$ cat src/rtl/p1fs_pkg.sv
package p1fs_pkg;

    ////////////////////////////////////////////////////////////////////////////
    // register indices; byte address is four times the index (low 30 bits kept)
    localparam logic [31:0] FSEL_IDX = 32'hFFFFF462;
    localparam logic [31:0] MODE_IDX = 32'hFFFFF442;
    localparam logic [31:0] FALL_IDX = 32'hFFFFFC02;
    localparam logic [31:0] RISE_IDX = 32'hFFFFFC22;
    localparam logic [31:0] STAT_IDX = 32'hFFFFFD00;
    localparam logic [31:0] MASK_IDX = 32'hFFFFFD01;
    localparam logic [31:0] BITOP_IDX = 32'hFFFFFD02;

    ////////////////////////////////////////////////////////////////////////////
    // values after reset
    localparam logic [3:0] FSEL_RST = 4'h0;
    localparam logic [3:0] MODE_RST = 4'h0;
    localparam logic [1:0] FALL_RST = 2'h0;
    localparam logic [1:0] RISE_RST = 2'h3;
    localparam logic [1:0] MASK_RST = 2'h0;

    ////////////////////////////////////////////////////////////////////////////
    // single-bit access word: bit number, target register, new value
    localparam int BITOP_BIT_LSB = 0;
    localparam int BITOP_SEL_LSB = 4;
    localparam int BITOP_VAL_POS = 8;

    // low level is sampled once every four main clock cycles
    localparam logic [1:0] PRESC_LAST = 2'h3;

    localparam logic [1:0] RESP_OKAY = 2'h0;
    localparam logic [1:0] RESP_SLVERR = 2'h2;

    typedef enum logic [1:0] {
        P1FS_TRIG_FALL,
        P1FS_TRIG_RISE,
        P1FS_TRIG_LOW,
        P1FS_TRIG_BOTH
    } p1fs_trig_t;

    typedef enum logic [2:0] {
        P1FS_REG_NONE,
        P1FS_REG_FSEL,
        P1FS_REG_MODE,
        P1FS_REG_FALL,
        P1FS_REG_RISE,
        P1FS_REG_STAT,
        P1FS_REG_MASK,
        P1FS_REG_BITOP
    } p1fs_reg_t;

    function automatic p1fs_reg_t reg_decode(input logic [31:0] addr);
        p1fs_reg_t r;
        r = P1FS_REG_NONE;
        if (addr[31:2] == FSEL_IDX[29:0]) r = P1FS_REG_FSEL;
        if (addr[31:2] == MODE_IDX[29:0]) r = P1FS_REG_MODE;
        if (addr[31:2] == FALL_IDX[29:0]) r = P1FS_REG_FALL;
        if (addr[31:2] == RISE_IDX[29:0]) r = P1FS_REG_RISE;
        if (addr[31:2] == STAT_IDX[29:0]) r = P1FS_REG_STAT;
        if (addr[31:2] == MASK_IDX[29:0]) r = P1FS_REG_MASK;
        if (addr[31:2] == BITOP_IDX[29:0]) r = P1FS_REG_BITOP;
        return r;
    endfunction : reg_decode

endpackage : p1fs_pkg

$ cat src/rtl/p1fs_trig_if.sv
`timescale 1ns/1ps
interface p1fs_trig_if;
    logic pin;
    logic sample_stb;
    p1fs_pkg::p1fs_trig_t mode;
    logic event_pulse;

    modport ctrl (
        output pin,
        output sample_stb,
        output mode,
        input event_pulse
    );

    modport det (
        input pin,
        input sample_stb,
        input mode,
        output event_pulse
    );
endinterface : p1fs_trig_if

$ cat src/rtl/p1fs_trig_detect.sv
`timescale 1ns/1ps
module p1fs_trig_detect (
    input wire logic clk_i,
    input wire logic rst_n_i,
    p1fs_trig_if.det tif
);

    typedef struct packed {
        logic prev;
    } p1fs_det_state_t;

    p1fs_det_state_t st;
    p1fs_det_state_t next_st;
    logic fall;
    logic rise;

    assign fall = st.prev & ~tif.pin;
    assign rise = ~st.prev & tif.pin;

    ////////////////////////////////////////////////////////////////////////////
    always_comb
    begin
        next_st = st;
        next_st.prev = tif.pin;
        unique case (tif.mode)
            p1fs_pkg::P1FS_TRIG_FALL: tif.event_pulse = fall;
            p1fs_pkg::P1FS_TRIG_RISE: tif.event_pulse = rise;
            // a pin held low keeps firing on every sample
            p1fs_pkg::P1FS_TRIG_LOW: tif.event_pulse = tif.sample_stb & ~tif.pin;
            p1fs_pkg::P1FS_TRIG_BOTH: tif.event_pulse = fall | rise;
        endcase
    end

    always_ff @(posedge clk_i)
    begin
        if (!rst_n_i)
        begin
            st <= '{prev: 1'b1};
        end
        else
        begin
            st <= next_st;
        end
    end

endmodule : p1fs_trig_detect

$ cat src/rtl/p1fs_port1.sv
// Implementation choice: the AXI4-Lite slave port.
`timescale 1ns/1ps
// Behaviour
// function select register allows whole-byte or single-bit reads and writes
// in port mode a pin's function select bit has no effect
// control mode pin three: 0 sync serial data out, 1 async transmit
// control mode pin two: 0 feeds sync serial input, 1 async receive
// control mode pin one: 0 interrupt input, 1 bidirectional serial clock
// control mode pin zero: 0 interrupt input, 1 usb clock input
// software sets function bit 0, then mode bit 0, then connects usb clock
// falling/rising pair: 00 fall, 01 rise, 10 low level, 11 both edges
// bit 0 serves interrupt input zero, bit 1 interrupt input one
// both trigger registers allow byte or single-bit reads and writes
// software programs mode control before the trigger mode
// changing mode control after trigger setup may raise a spurious request
// low level sampled every four clocks; each low sample latches the flag
// flag sets again after acknowledge while pin stays low
// service routine releases the source, then clears the flag
// a latched level request stays pending after the pin goes inactive
// software discards a held request by clearing its flag
// mode bit 0 selects port, 1 the alternate function chosen by select
module p1fs_port1 (
    input wire logic clk_i,
    input wire logic rst_n_i,
    input wire logic [31:0] s_axi_awaddr_i,
    input wire logic s_axi_awvalid_i,
    output logic s_axi_awready_o,
    input wire logic [31:0] s_axi_wdata_i,
    input wire logic [3:0] s_axi_wstrb_i,
    input wire logic s_axi_wvalid_i,
    output logic s_axi_wready_o,
    output logic [1:0] s_axi_bresp_o,
    output logic s_axi_bvalid_o,
    input wire logic s_axi_bready_i,
    input wire logic [31:0] s_axi_araddr_i,
    input wire logic s_axi_arvalid_i,
    output logic s_axi_arready_o,
    output logic [31:0] s_axi_rdata_o,
    output logic [1:0] s_axi_rresp_o,
    output logic s_axi_rvalid_o,
    input wire logic s_axi_rready_i,
    input wire logic [3:0] p1_pin_i,
    output logic [3:0] p1_pin_o,
    output logic [3:0] p1_pin_oe_o,
    input wire logic [3:0] port_data_i,
    input wire logic [3:0] port_drive_i,
    input wire logic sync_serial_data_out_i,
    input wire logic async_transmit_out_i,
    input wire logic sync_serial_clock_out_i,
    input wire logic sync_serial_clock_oe_i,
    output logic sync_serial_data_in_o,
    output logic async_receive_in_o,
    output logic sync_serial_clock_in_o,
    output logic usb_clock_input_o,
    input wire logic [1:0] irq_ack_i,
    output logic [1:0] ext_irq_request_flag_o,
    output logic irq_o
);

    typedef struct packed {
        logic [3:0] fsel;
        logic [3:0] mode;
        logic [1:0] fall;
        logic [1:0] rise;
        logic [1:0] flag;
        logic [1:0] mask;
        logic [1:0] presc;
        logic aw_got;
        logic [31:0] awaddr;
        logic w_got;
        logic [31:0] wdata;
        logic [3:0] wstrb;
        logic bvalid;
        logic [1:0] bresp;
        logic rvalid;
        logic [31:0] rdata;
        logic [1:0] rresp;
        logic [3:0] pin_out;
        logic [3:0] pin_oe;
        logic ss_din;
        logic as_rx;
        logic ss_clk;
        logic usb_clk;
        logic irq;
    } p1fs_state_t;

    p1fs_state_t st;
    p1fs_state_t next_st;
    logic [1:0] irq_in;
    logic [1:0] ev;
    logic aw_take;
    logic w_take;
    logic ar_take;

    p1fs_trig_if trig[2] ();

    ////////////////////////////////////////////////////////////////////////////
    // writes one bit of a register image, bits past the width are ignored
    function automatic logic [7:0] bit_put(
        input logic [7:0] v,
        input logic [2:0] b,
        input logic val,
        input logic [7:0] width_mask
    );
        logic [7:0] r;
        r = v;
        r[b] = val;
        return r & width_mask;
    endfunction : bit_put

    ////////////////////////////////////////////////////////////////////////////
    // interrupt inputs are forced idle high unless the pin is in control mode
    // with select 0; flipping mode later can fake an edge
    assign irq_in[0] = (st.mode[0] & ~st.fsel[0]) ? p1_pin_i[0] : 1'b1;
    assign irq_in[1] = (st.mode[1] & ~st.fsel[1]) ? p1_pin_i[1] : 1'b1;

    for (genvar g = 0; g < 2; g++)
    begin : g_trig
        assign trig[g].pin = irq_in[g];
        assign trig[g].sample_stb = (st.presc == p1fs_pkg::PRESC_LAST);
        assign trig[g].mode = p1fs_pkg::p1fs_trig_t'({st.fall[g], st.rise[g]});
        assign ev[g] = trig[g].event_pulse;

        p1fs_trig_detect u_det (
            .clk_i(clk_i),
            .rst_n_i(rst_n_i),
            .tif(trig[g])
        );
    end

    ////////////////////////////////////////////////////////////////////////////
    assign s_axi_awready_o = ~st.aw_got & ~st.bvalid;
    assign s_axi_wready_o = ~st.w_got & ~st.bvalid;
    assign s_axi_arready_o = ~st.rvalid;
    assign aw_take = s_axi_awvalid_i & s_axi_awready_o;
    assign w_take = s_axi_wvalid_i & s_axi_wready_o;
    assign ar_take = s_axi_arvalid_i & s_axi_arready_o;

    assign s_axi_bvalid_o = st.bvalid;
    assign s_axi_bresp_o = st.bresp;
    assign s_axi_rvalid_o = st.rvalid;
    assign s_axi_rdata_o = st.rdata;
    assign s_axi_rresp_o = st.rresp;
    assign p1_pin_o = st.pin_out;
    assign p1_pin_oe_o = st.pin_oe;
    assign sync_serial_data_in_o = st.ss_din;
    assign async_receive_in_o = st.as_rx;
    assign sync_serial_clock_in_o = st.ss_clk;
    assign usb_clock_input_o = st.usb_clk;
    assign ext_irq_request_flag_o = st.flag;
    assign irq_o = st.irq;

    ////////////////////////////////////////////////////////////////////////////
    always_comb
    begin
        p1fs_pkg::p1fs_reg_t wsel;
        p1fs_pkg::p1fs_reg_t rsel;
        logic [1:0] clr;
        logic [2:0] bnum;
        logic bval;
        logic [7:0] tmp;
        wsel = p1fs_pkg::reg_decode(st.awaddr);
        rsel = p1fs_pkg::reg_decode(s_axi_araddr_i);
        clr = irq_ack_i;
        bnum = st.wdata[p1fs_pkg::BITOP_BIT_LSB +: 3];
        bval = st.wdata[p1fs_pkg::BITOP_VAL_POS];
        tmp = 8'h00;
        next_st = st;

        next_st.presc = st.presc + 2'h1;

        // write channel: address and data in either order, then one response
        if (aw_take)
        begin
            next_st.aw_got = 1'b1;
            next_st.awaddr = s_axi_awaddr_i;
        end
        if (w_take)
        begin
            next_st.w_got = 1'b1;
            next_st.wdata = s_axi_wdata_i;
            next_st.wstrb = s_axi_wstrb_i;
        end
        if (st.bvalid && s_axi_bready_i)
        begin
            next_st.bvalid = 1'b0;
        end
        if (st.aw_got && st.w_got && !st.bvalid)
        begin
            next_st.aw_got = 1'b0;
            next_st.w_got = 1'b0;
            next_st.bvalid = 1'b1;
            next_st.bresp = (wsel == p1fs_pkg::P1FS_REG_NONE) ? p1fs_pkg::RESP_SLVERR : p1fs_pkg::RESP_OKAY;
            if (st.wstrb[0])
            begin
                unique case (wsel)
                    p1fs_pkg::P1FS_REG_FSEL: next_st.fsel = st.wdata[3:0];
                    p1fs_pkg::P1FS_REG_MODE: next_st.mode = st.wdata[3:0];
                    p1fs_pkg::P1FS_REG_FALL: next_st.fall = st.wdata[1:0];
                    p1fs_pkg::P1FS_REG_RISE: next_st.rise = st.wdata[1:0];
                    p1fs_pkg::P1FS_REG_STAT: clr = clr | st.wdata[1:0];
                    p1fs_pkg::P1FS_REG_MASK: next_st.mask = st.wdata[1:0];
                    p1fs_pkg::P1FS_REG_BITOP:
                    begin
                        // one bit changes, its neighbours keep their value
                        unique case (st.wdata[p1fs_pkg::BITOP_SEL_LSB +: 2])
                            2'h0:
                            begin
                                tmp = bit_put({4'h0, st.fsel}, bnum, bval, 8'h0F);
                                next_st.fsel = tmp[3:0];
                            end
                            2'h1:
                            begin
                                tmp = bit_put({4'h0, st.mode}, bnum, bval, 8'h0F);
                                next_st.mode = tmp[3:0];
                            end
                            2'h2:
                            begin
                                tmp = bit_put({6'h00, st.fall}, bnum, bval, 8'h03);
                                next_st.fall = tmp[1:0];
                            end
                            2'h3:
                            begin
                                tmp = bit_put({6'h00, st.rise}, bnum, bval, 8'h03);
                                next_st.rise = tmp[1:0];
                            end
                        endcase
                    end
                    p1fs_pkg::P1FS_REG_NONE:
                    begin
                    end
                endcase
            end
        end

        ////////////////////////////////////////////////////////////////////////
        // read channel
        if (st.rvalid && s_axi_rready_i)
        begin
            next_st.rvalid = 1'b0;
        end
        if (ar_take)
        begin
            next_st.rvalid = 1'b1;
            next_st.rresp = p1fs_pkg::RESP_OKAY;
            unique case (rsel)
                p1fs_pkg::P1FS_REG_FSEL: next_st.rdata = {28'h0000000, st.fsel};
                p1fs_pkg::P1FS_REG_MODE: next_st.rdata = {28'h0000000, st.mode};
                p1fs_pkg::P1FS_REG_FALL: next_st.rdata = {30'h0, st.fall};
                p1fs_pkg::P1FS_REG_RISE: next_st.rdata = {30'h0, st.rise};
                p1fs_pkg::P1FS_REG_STAT: next_st.rdata = {30'h0, st.flag};
                p1fs_pkg::P1FS_REG_MASK: next_st.rdata = {30'h0, st.mask};
                p1fs_pkg::P1FS_REG_BITOP: next_st.rdata = 32'h00000000;
                p1fs_pkg::P1FS_REG_NONE:
                begin
                    next_st.rdata = 32'h00000000;
                    next_st.rresp = p1fs_pkg::RESP_SLVERR;
                end
            endcase
        end

        ////////////////////////////////////////////////////////////////////////
        // request flags: a new event wins over acknowledge or software clear,
        // so in low-level mode a pin still low sets the flag again at its next sample, and a latched level holds until cleared
        next_st.flag = (st.flag & ~clr) | ev;
        next_st.irq = |(next_st.flag & next_st.mask);

        ////////////////////////////////////////////////////////////////////////
        // pin routing; port mode hands the pins to the port logic untouched
        next_st.pin_out = port_data_i;
        next_st.pin_oe = port_drive_i;
        if (st.mode[0])
        begin
            next_st.pin_out[0] = 1'b0;
            next_st.pin_oe[0] = 1'b0;
        end
        if (st.mode[1])
        begin
            next_st.pin_out[1] = st.fsel[1] & sync_serial_clock_out_i;
            next_st.pin_oe[1] = st.fsel[1] & sync_serial_clock_oe_i;
        end
        if (st.mode[2])
        begin
            next_st.pin_out[2] = 1'b0;
            next_st.pin_oe[2] = 1'b0;
        end
        if (st.mode[3])
        begin
            next_st.pin_out[3] = st.fsel[3] ? async_transmit_out_i : sync_serial_data_out_i;
            next_st.pin_oe[3] = 1'b1;
        end
        // idle-high serial inputs, so a deselected receiver sees a quiet line
        next_st.ss_din = (st.mode[2] & ~st.fsel[2]) ? p1_pin_i[2] : 1'b1;
        next_st.as_rx = (st.mode[2] & st.fsel[2]) ? p1_pin_i[2] : 1'b1;
        next_st.ss_clk = (st.mode[1] & st.fsel[1]) ? p1_pin_i[1] : 1'b1;
        // usb clock is passed through a flop, so it must stay well below clk_i
        next_st.usb_clk = st.mode[0] & st.fsel[0] & p1_pin_i[0];
    end

    ////////////////////////////////////////////////////////////////////////////
    always_ff @(posedge clk_i)
    begin
        if (!rst_n_i)
        begin
            st <= '0;
            st.fsel <= p1fs_pkg::FSEL_RST;
            st.mode <= p1fs_pkg::MODE_RST;
            st.fall <= p1fs_pkg::FALL_RST;
            st.rise <= p1fs_pkg::RISE_RST;
            st.mask <= p1fs_pkg::MASK_RST;
            st.ss_din <= 1'b1;
            st.as_rx <= 1'b1;
            st.ss_clk <= 1'b1;
        end
        else
        begin
            st <= next_st;
        end
    end

endmodule : p1fs_port1

$ cat config.mk
export PLATFORM = sky130hd
export DESIGN_NAME = p1fs_port1
export DESIGN_NICKNAME = d
export VERILOG_FILES = /design/src/rtl/p1fs_pkg.sv /design/src/rtl/p1fs_trig_if.sv /design/src/rtl/p1fs_trig_detect.sv /design/src/rtl/p1fs_port1.sv
export SDC_FILE = /design/constraint.sdc
export NUM_CORES = 1
export LEC_CHECK = 0
export ABC_AREA = 1
export ABC_CLOCK_PERIOD_IN_PS = 2350
export BUFFER_PORTS_ARGS = -buffer_cell sky130_fd_sc_hd__buf_4
export CAP_MARGIN = 20
export CORE_ASPECT_RATIO = 1.75
export CORE_MARGIN = 2
export CORE_UTILIZATION = 53
export DETAILED_ROUTE_END_ITERATION = 8
export GPL_ROUTABILITY_DRIVEN = 0
export PLACE_DENSITY = 0.95
export SETUP_SLACK_MARGIN = 0.05
export SLEW_MARGIN = 20
export SYNTH_ARGS = -nofsm -noshare
export SYNTH_HDL_FRONTEND = slang
export SYNTH_SLANG_ARGS = --single-unit
$ cat constraint.sdc
create_clock -name clk_i -period 2.35 [get_ports clk_i]
set_clock_uncertainty 0.1 [all_clocks]
set_input_delay 0.1175 -clock clk_i [delete_from_list [all_inputs] [get_ports clk_i]]
set_output_delay 0.1175 -clock clk_i [all_outputs]
set_load 0.02 [all_outputs]
==> impl_summary.md <==
Critical path
The kind of critical path is flop to flop. The register-to-register setup slack is 0.19 ns. The required arrival time at the worst endpoint is 2.48 ns.

The worst setup path is captured at a flop. The peak fanout along the critical path is 16. At the worst endpoint, the arrival time is between 2 and 2.5 ns. STA classifies the critical path startpoint as a flop.

Synthesis
Summing every instance area after synthesis gives 0.00452 mm^2. The most used flip-flop cell after synthesis is sky130_fd_sc_hd__dfxtp_1. For this run, the register share of the synthesized area comes to 35.9%. The fraction of registers with async set/reset is 0%. The number of enable-type register cells in the synthesized netlist is 0. Synthesis produced a netlist whose cell count is 665. The average cell area after synthesis is 6.80 um^2. The synthesized flop and latch total is 81. Yosys mapped the design onto 40 distinct sky130hd cell types. During synthesis, Yosys emitted a total of 0 warnings.

Pwr
The reported net switching power is 962 uW. The internal power contribution is 2660 uW. The total power per unit cell area is 590 mW/mm^2. The maximum vdd ir drop is 0.000483 V. The standby leakage power is 0.00287 uW. In this run switching power makes up 26.5% of total power. The sequential share of power is 41.9%. The part of the total power dissipated in combinational logic is between 15 and 20%.

The power after layout is 3620 uW. The clock network burns 41.1% of the power.

GRT
The number of global-route vias before repair is 4635. Entering global routing, the biggest net connects 61 pins. For this run the aggregate overflow at the end of global routing stands at 0.

The initial antenna violation count is 0. The total global-route track usage is ~28%. The global-route wire length before repair is 20200 um.

Floorplan
Measured along the y axis, the die boundary spans 126 um. The total area inside the core boundary comes to 0.00831 mm^2. In this run the count of I/O pins placed on the die edge is around 180.

For this configuration, the core starts out at a cell density of 54.4%. The floorplan step defined a die boundary enclosing slightly above 0.009 mm^2. The floorplan has 44 rows.

The die is 73.8 um wide.

Cells and area
The area of combinational cells with multiple inputs is around 0.0023 mm^2. The layout has 591 filler cells. The layout overhead on the synthesized area is 36.0%. The library cells used most frequently in the layout, excluding fill and tap cells, are 121 x sky130_fd_sc_hd__nand2_1, 121 x sky130_fd_sc_hd__buf_4, 107 x sky130_fd_sc_hd__nor2_1. The fraction of final layout cells sized beyond drive strength 1 is 20.7%.

The area taken by flip-flops and latches is 0.00162 mm^2. The repair_antennas step left the layout with diodes totalling 0. The number of nets in the layout is 950.

Placed design
In this run the tool buffered the top-level ports with 117 buffer cells. The post-DP HPWL is 8260 um.

Timing
The slew at the pin closest to its max-slew limit is 0.604 ns. The number of slew-limit violations in the final report is 0. Setup repair after global routing left no endpoint under its margin. The worst hold slack across all endpoints is 0.0200 ns. Measured against its own limit, the worst slew margin works out to 59.7%. The total negative slack is 0 ns. For this run, the top clock speed supported by timing is 462 MHz.

The routed design could run at a clock period as short as about 2.2 ns. Dividing the final minimum period by the clock period gives 92.0%. Setup violations remaining at the end of the flow were counted as 0. The hold violation count in the final report came to 0.

CTS
The clock latency at the later pin of the worst-skew pair is roughly 0.34 ns. Counting the buffers created by CTS gives 9. The clock net in this run drives a total of 81 sinks. The longest clock path from root to sink contains 2 buffers. The clock transition at the registers of the reported paths is 0.06 ns. The TritonCTS clock tree is yes. The H-tree was split into 3 levels. The tree is rooted in a sky130_fd_sc_hd__clkbuf_16.

Detailed routing
The count of routing violations after the opening detailed-route iteration is 266. The number of routed nets with antenna violations is 0. The number of DRC violations after detailed routing is 0. The final route contains roughly 4800 vias. Before antenna repair, the detailed router went through 4 iterations.

After detailed routing, the average wire length per cell comes to ~13 um. Using the TritonRoute via totals, the vias-per-cell ratio works out to 5.06. The total detailed-routing wirelength is 12400 um.

Min path
In this run the worst hold path is classified as input pin to flop.

Job
The max-capacitance violation count is 0.

Status
The flow ran to the end, and the final reports show no timing, DRC or antenna violations.
metal layers:
metal	up-vias	wire (um)	track usage, %
met5	-	0	0
met4	0	481	13.6
met3	32	626	5.12
met2	178	7070	53.9
met1	2163	4260	26.1
li1	2387	-	-
cells in the mapped netlist (all sizes together) (3+ instances only):
library cell,count,area (um^2)
a21oi,35,175
and3,5,31.3
buf,48,360
clkbuf,13,48.8
clkinv,3,11.3
dfxtp,81,1620
ha,5,62.6
inv,80,300
nand2,123,467
nand3,46,268
nand3b,3,22.5
nand4,18,113
nor2,116,483
nor3,14,97.6
nor3b,3,27.5
o211ai,3,27.5
o21ai,57,308
area by class of cell:
type | count | area share (%)
clock inverters | 7 | 1.55
flip-flops and latches | 81 | 26.4
repair buffers | 176 | 23.7
inverters | 83 | 5.13
multi-input cells | 469 | 37.2
well taps | 115 | 2.34
clock buffers | 9 | 3.66
flip-flops by register name, indices dropped and copies added (netlist names):
| register | count |
|---|---|
| p1_pin_oe_o | 4 |
| g_trig.u_det.st | 2 |
| p1_pin_o | 4 |
| async_receive_in_o | 1 |
| s_axi_rvalid_o | 1 |
| s_axi_rresp_o | 1 |
| sync_serial_data_in_o | 1 |
| ext_irq_request_flag_o | 2 |
| usb_clock_input_o | 1 |
| st | 56 |
| s_axi_rdata_o | 4 |
| s_axi_bresp_o | 1 |
| sync_serial_clock_in_o | 1 |
| irq_o | 1 |
| s_axi_bvalid_o | 1 |
logic make-up after synthesis:
| logic type | count (synthesis) | synth area share, % |
|---|---|---|
| compound gates | 104 | 13.1 |
| fa+ha+maj | 5 | 1.38 |
| buf+inv | 144 | 15.9 |
| flops | 81 | 35.9 |
| other cells | 1 | 0.0830 |
| simple gates | 330 | 33.7 |
power groups by stage:
stage,Sequential (uW),Combinational (uW),Clock (uW)
2_1_floorplan,1530,367,0
3_3_place_gp,1540,508,0
3_5_place_dp,1540,519,0
4_1_cts,1510,594,1500
5_1_grt,1530,679,1560
6_report,1520,616,1490
metrics by stage:
stage	worst slack [ns]	std cells	util (%)	instance area [um^2]
floorplan	0.602	694	-	4630
global placement	0.364	869	63.4	5270
detailed placement	0.324	869	63.4	5270
CTS	0.284	940	73.9	6140
global route	0.101	940	73.9	6150
finish	0.188	940	73.9	6150
final timing paths:
kind	startpoint	endpoint	cells past startpoint
setup reg to reg	s_axi_bvalid_o$_SDFFE_PN0P_	st[63]$_SDFFE_PN0P_	5
hold reg to reg	st[137]$_SDFFE_PN0P_	async_receive_in_o$_SDFF_PN1_	1
hold / removal	s_axi_rready_i	s_axi_rvalid_o$_SDFFE_PN0P_	3
setup / recovery	s_axi_bvalid_o$_SDFFE_PN0P_	st[63]$_SDFFE_PN0P_	5
critical path: stages, from the launching register on:
cell                            delay (ns)
sky130_fd_sc_hd__dfxtp_1              0.37
sky130_fd_sc_hd__nor2_1               0.31
sky130_fd_sc_hd__nand2_1              0.36
sky130_fd_sc_hd__o21ai_0              0.30
sky130_fd_sc_hd__nor2_1               0.06
sky130_fd_sc_hd__dlygate4sd3_1        0.55
timing repair:
action | in CTS | in global routing
hold endpoints to repair | 54 | 0
gates resized for setup | 0 | 1
hold buffers | 55 | 0
buffers inserted | 0 | 0
endpoints found under the setup margin | 0 | 5
Power figures use the tool's default switching activity.
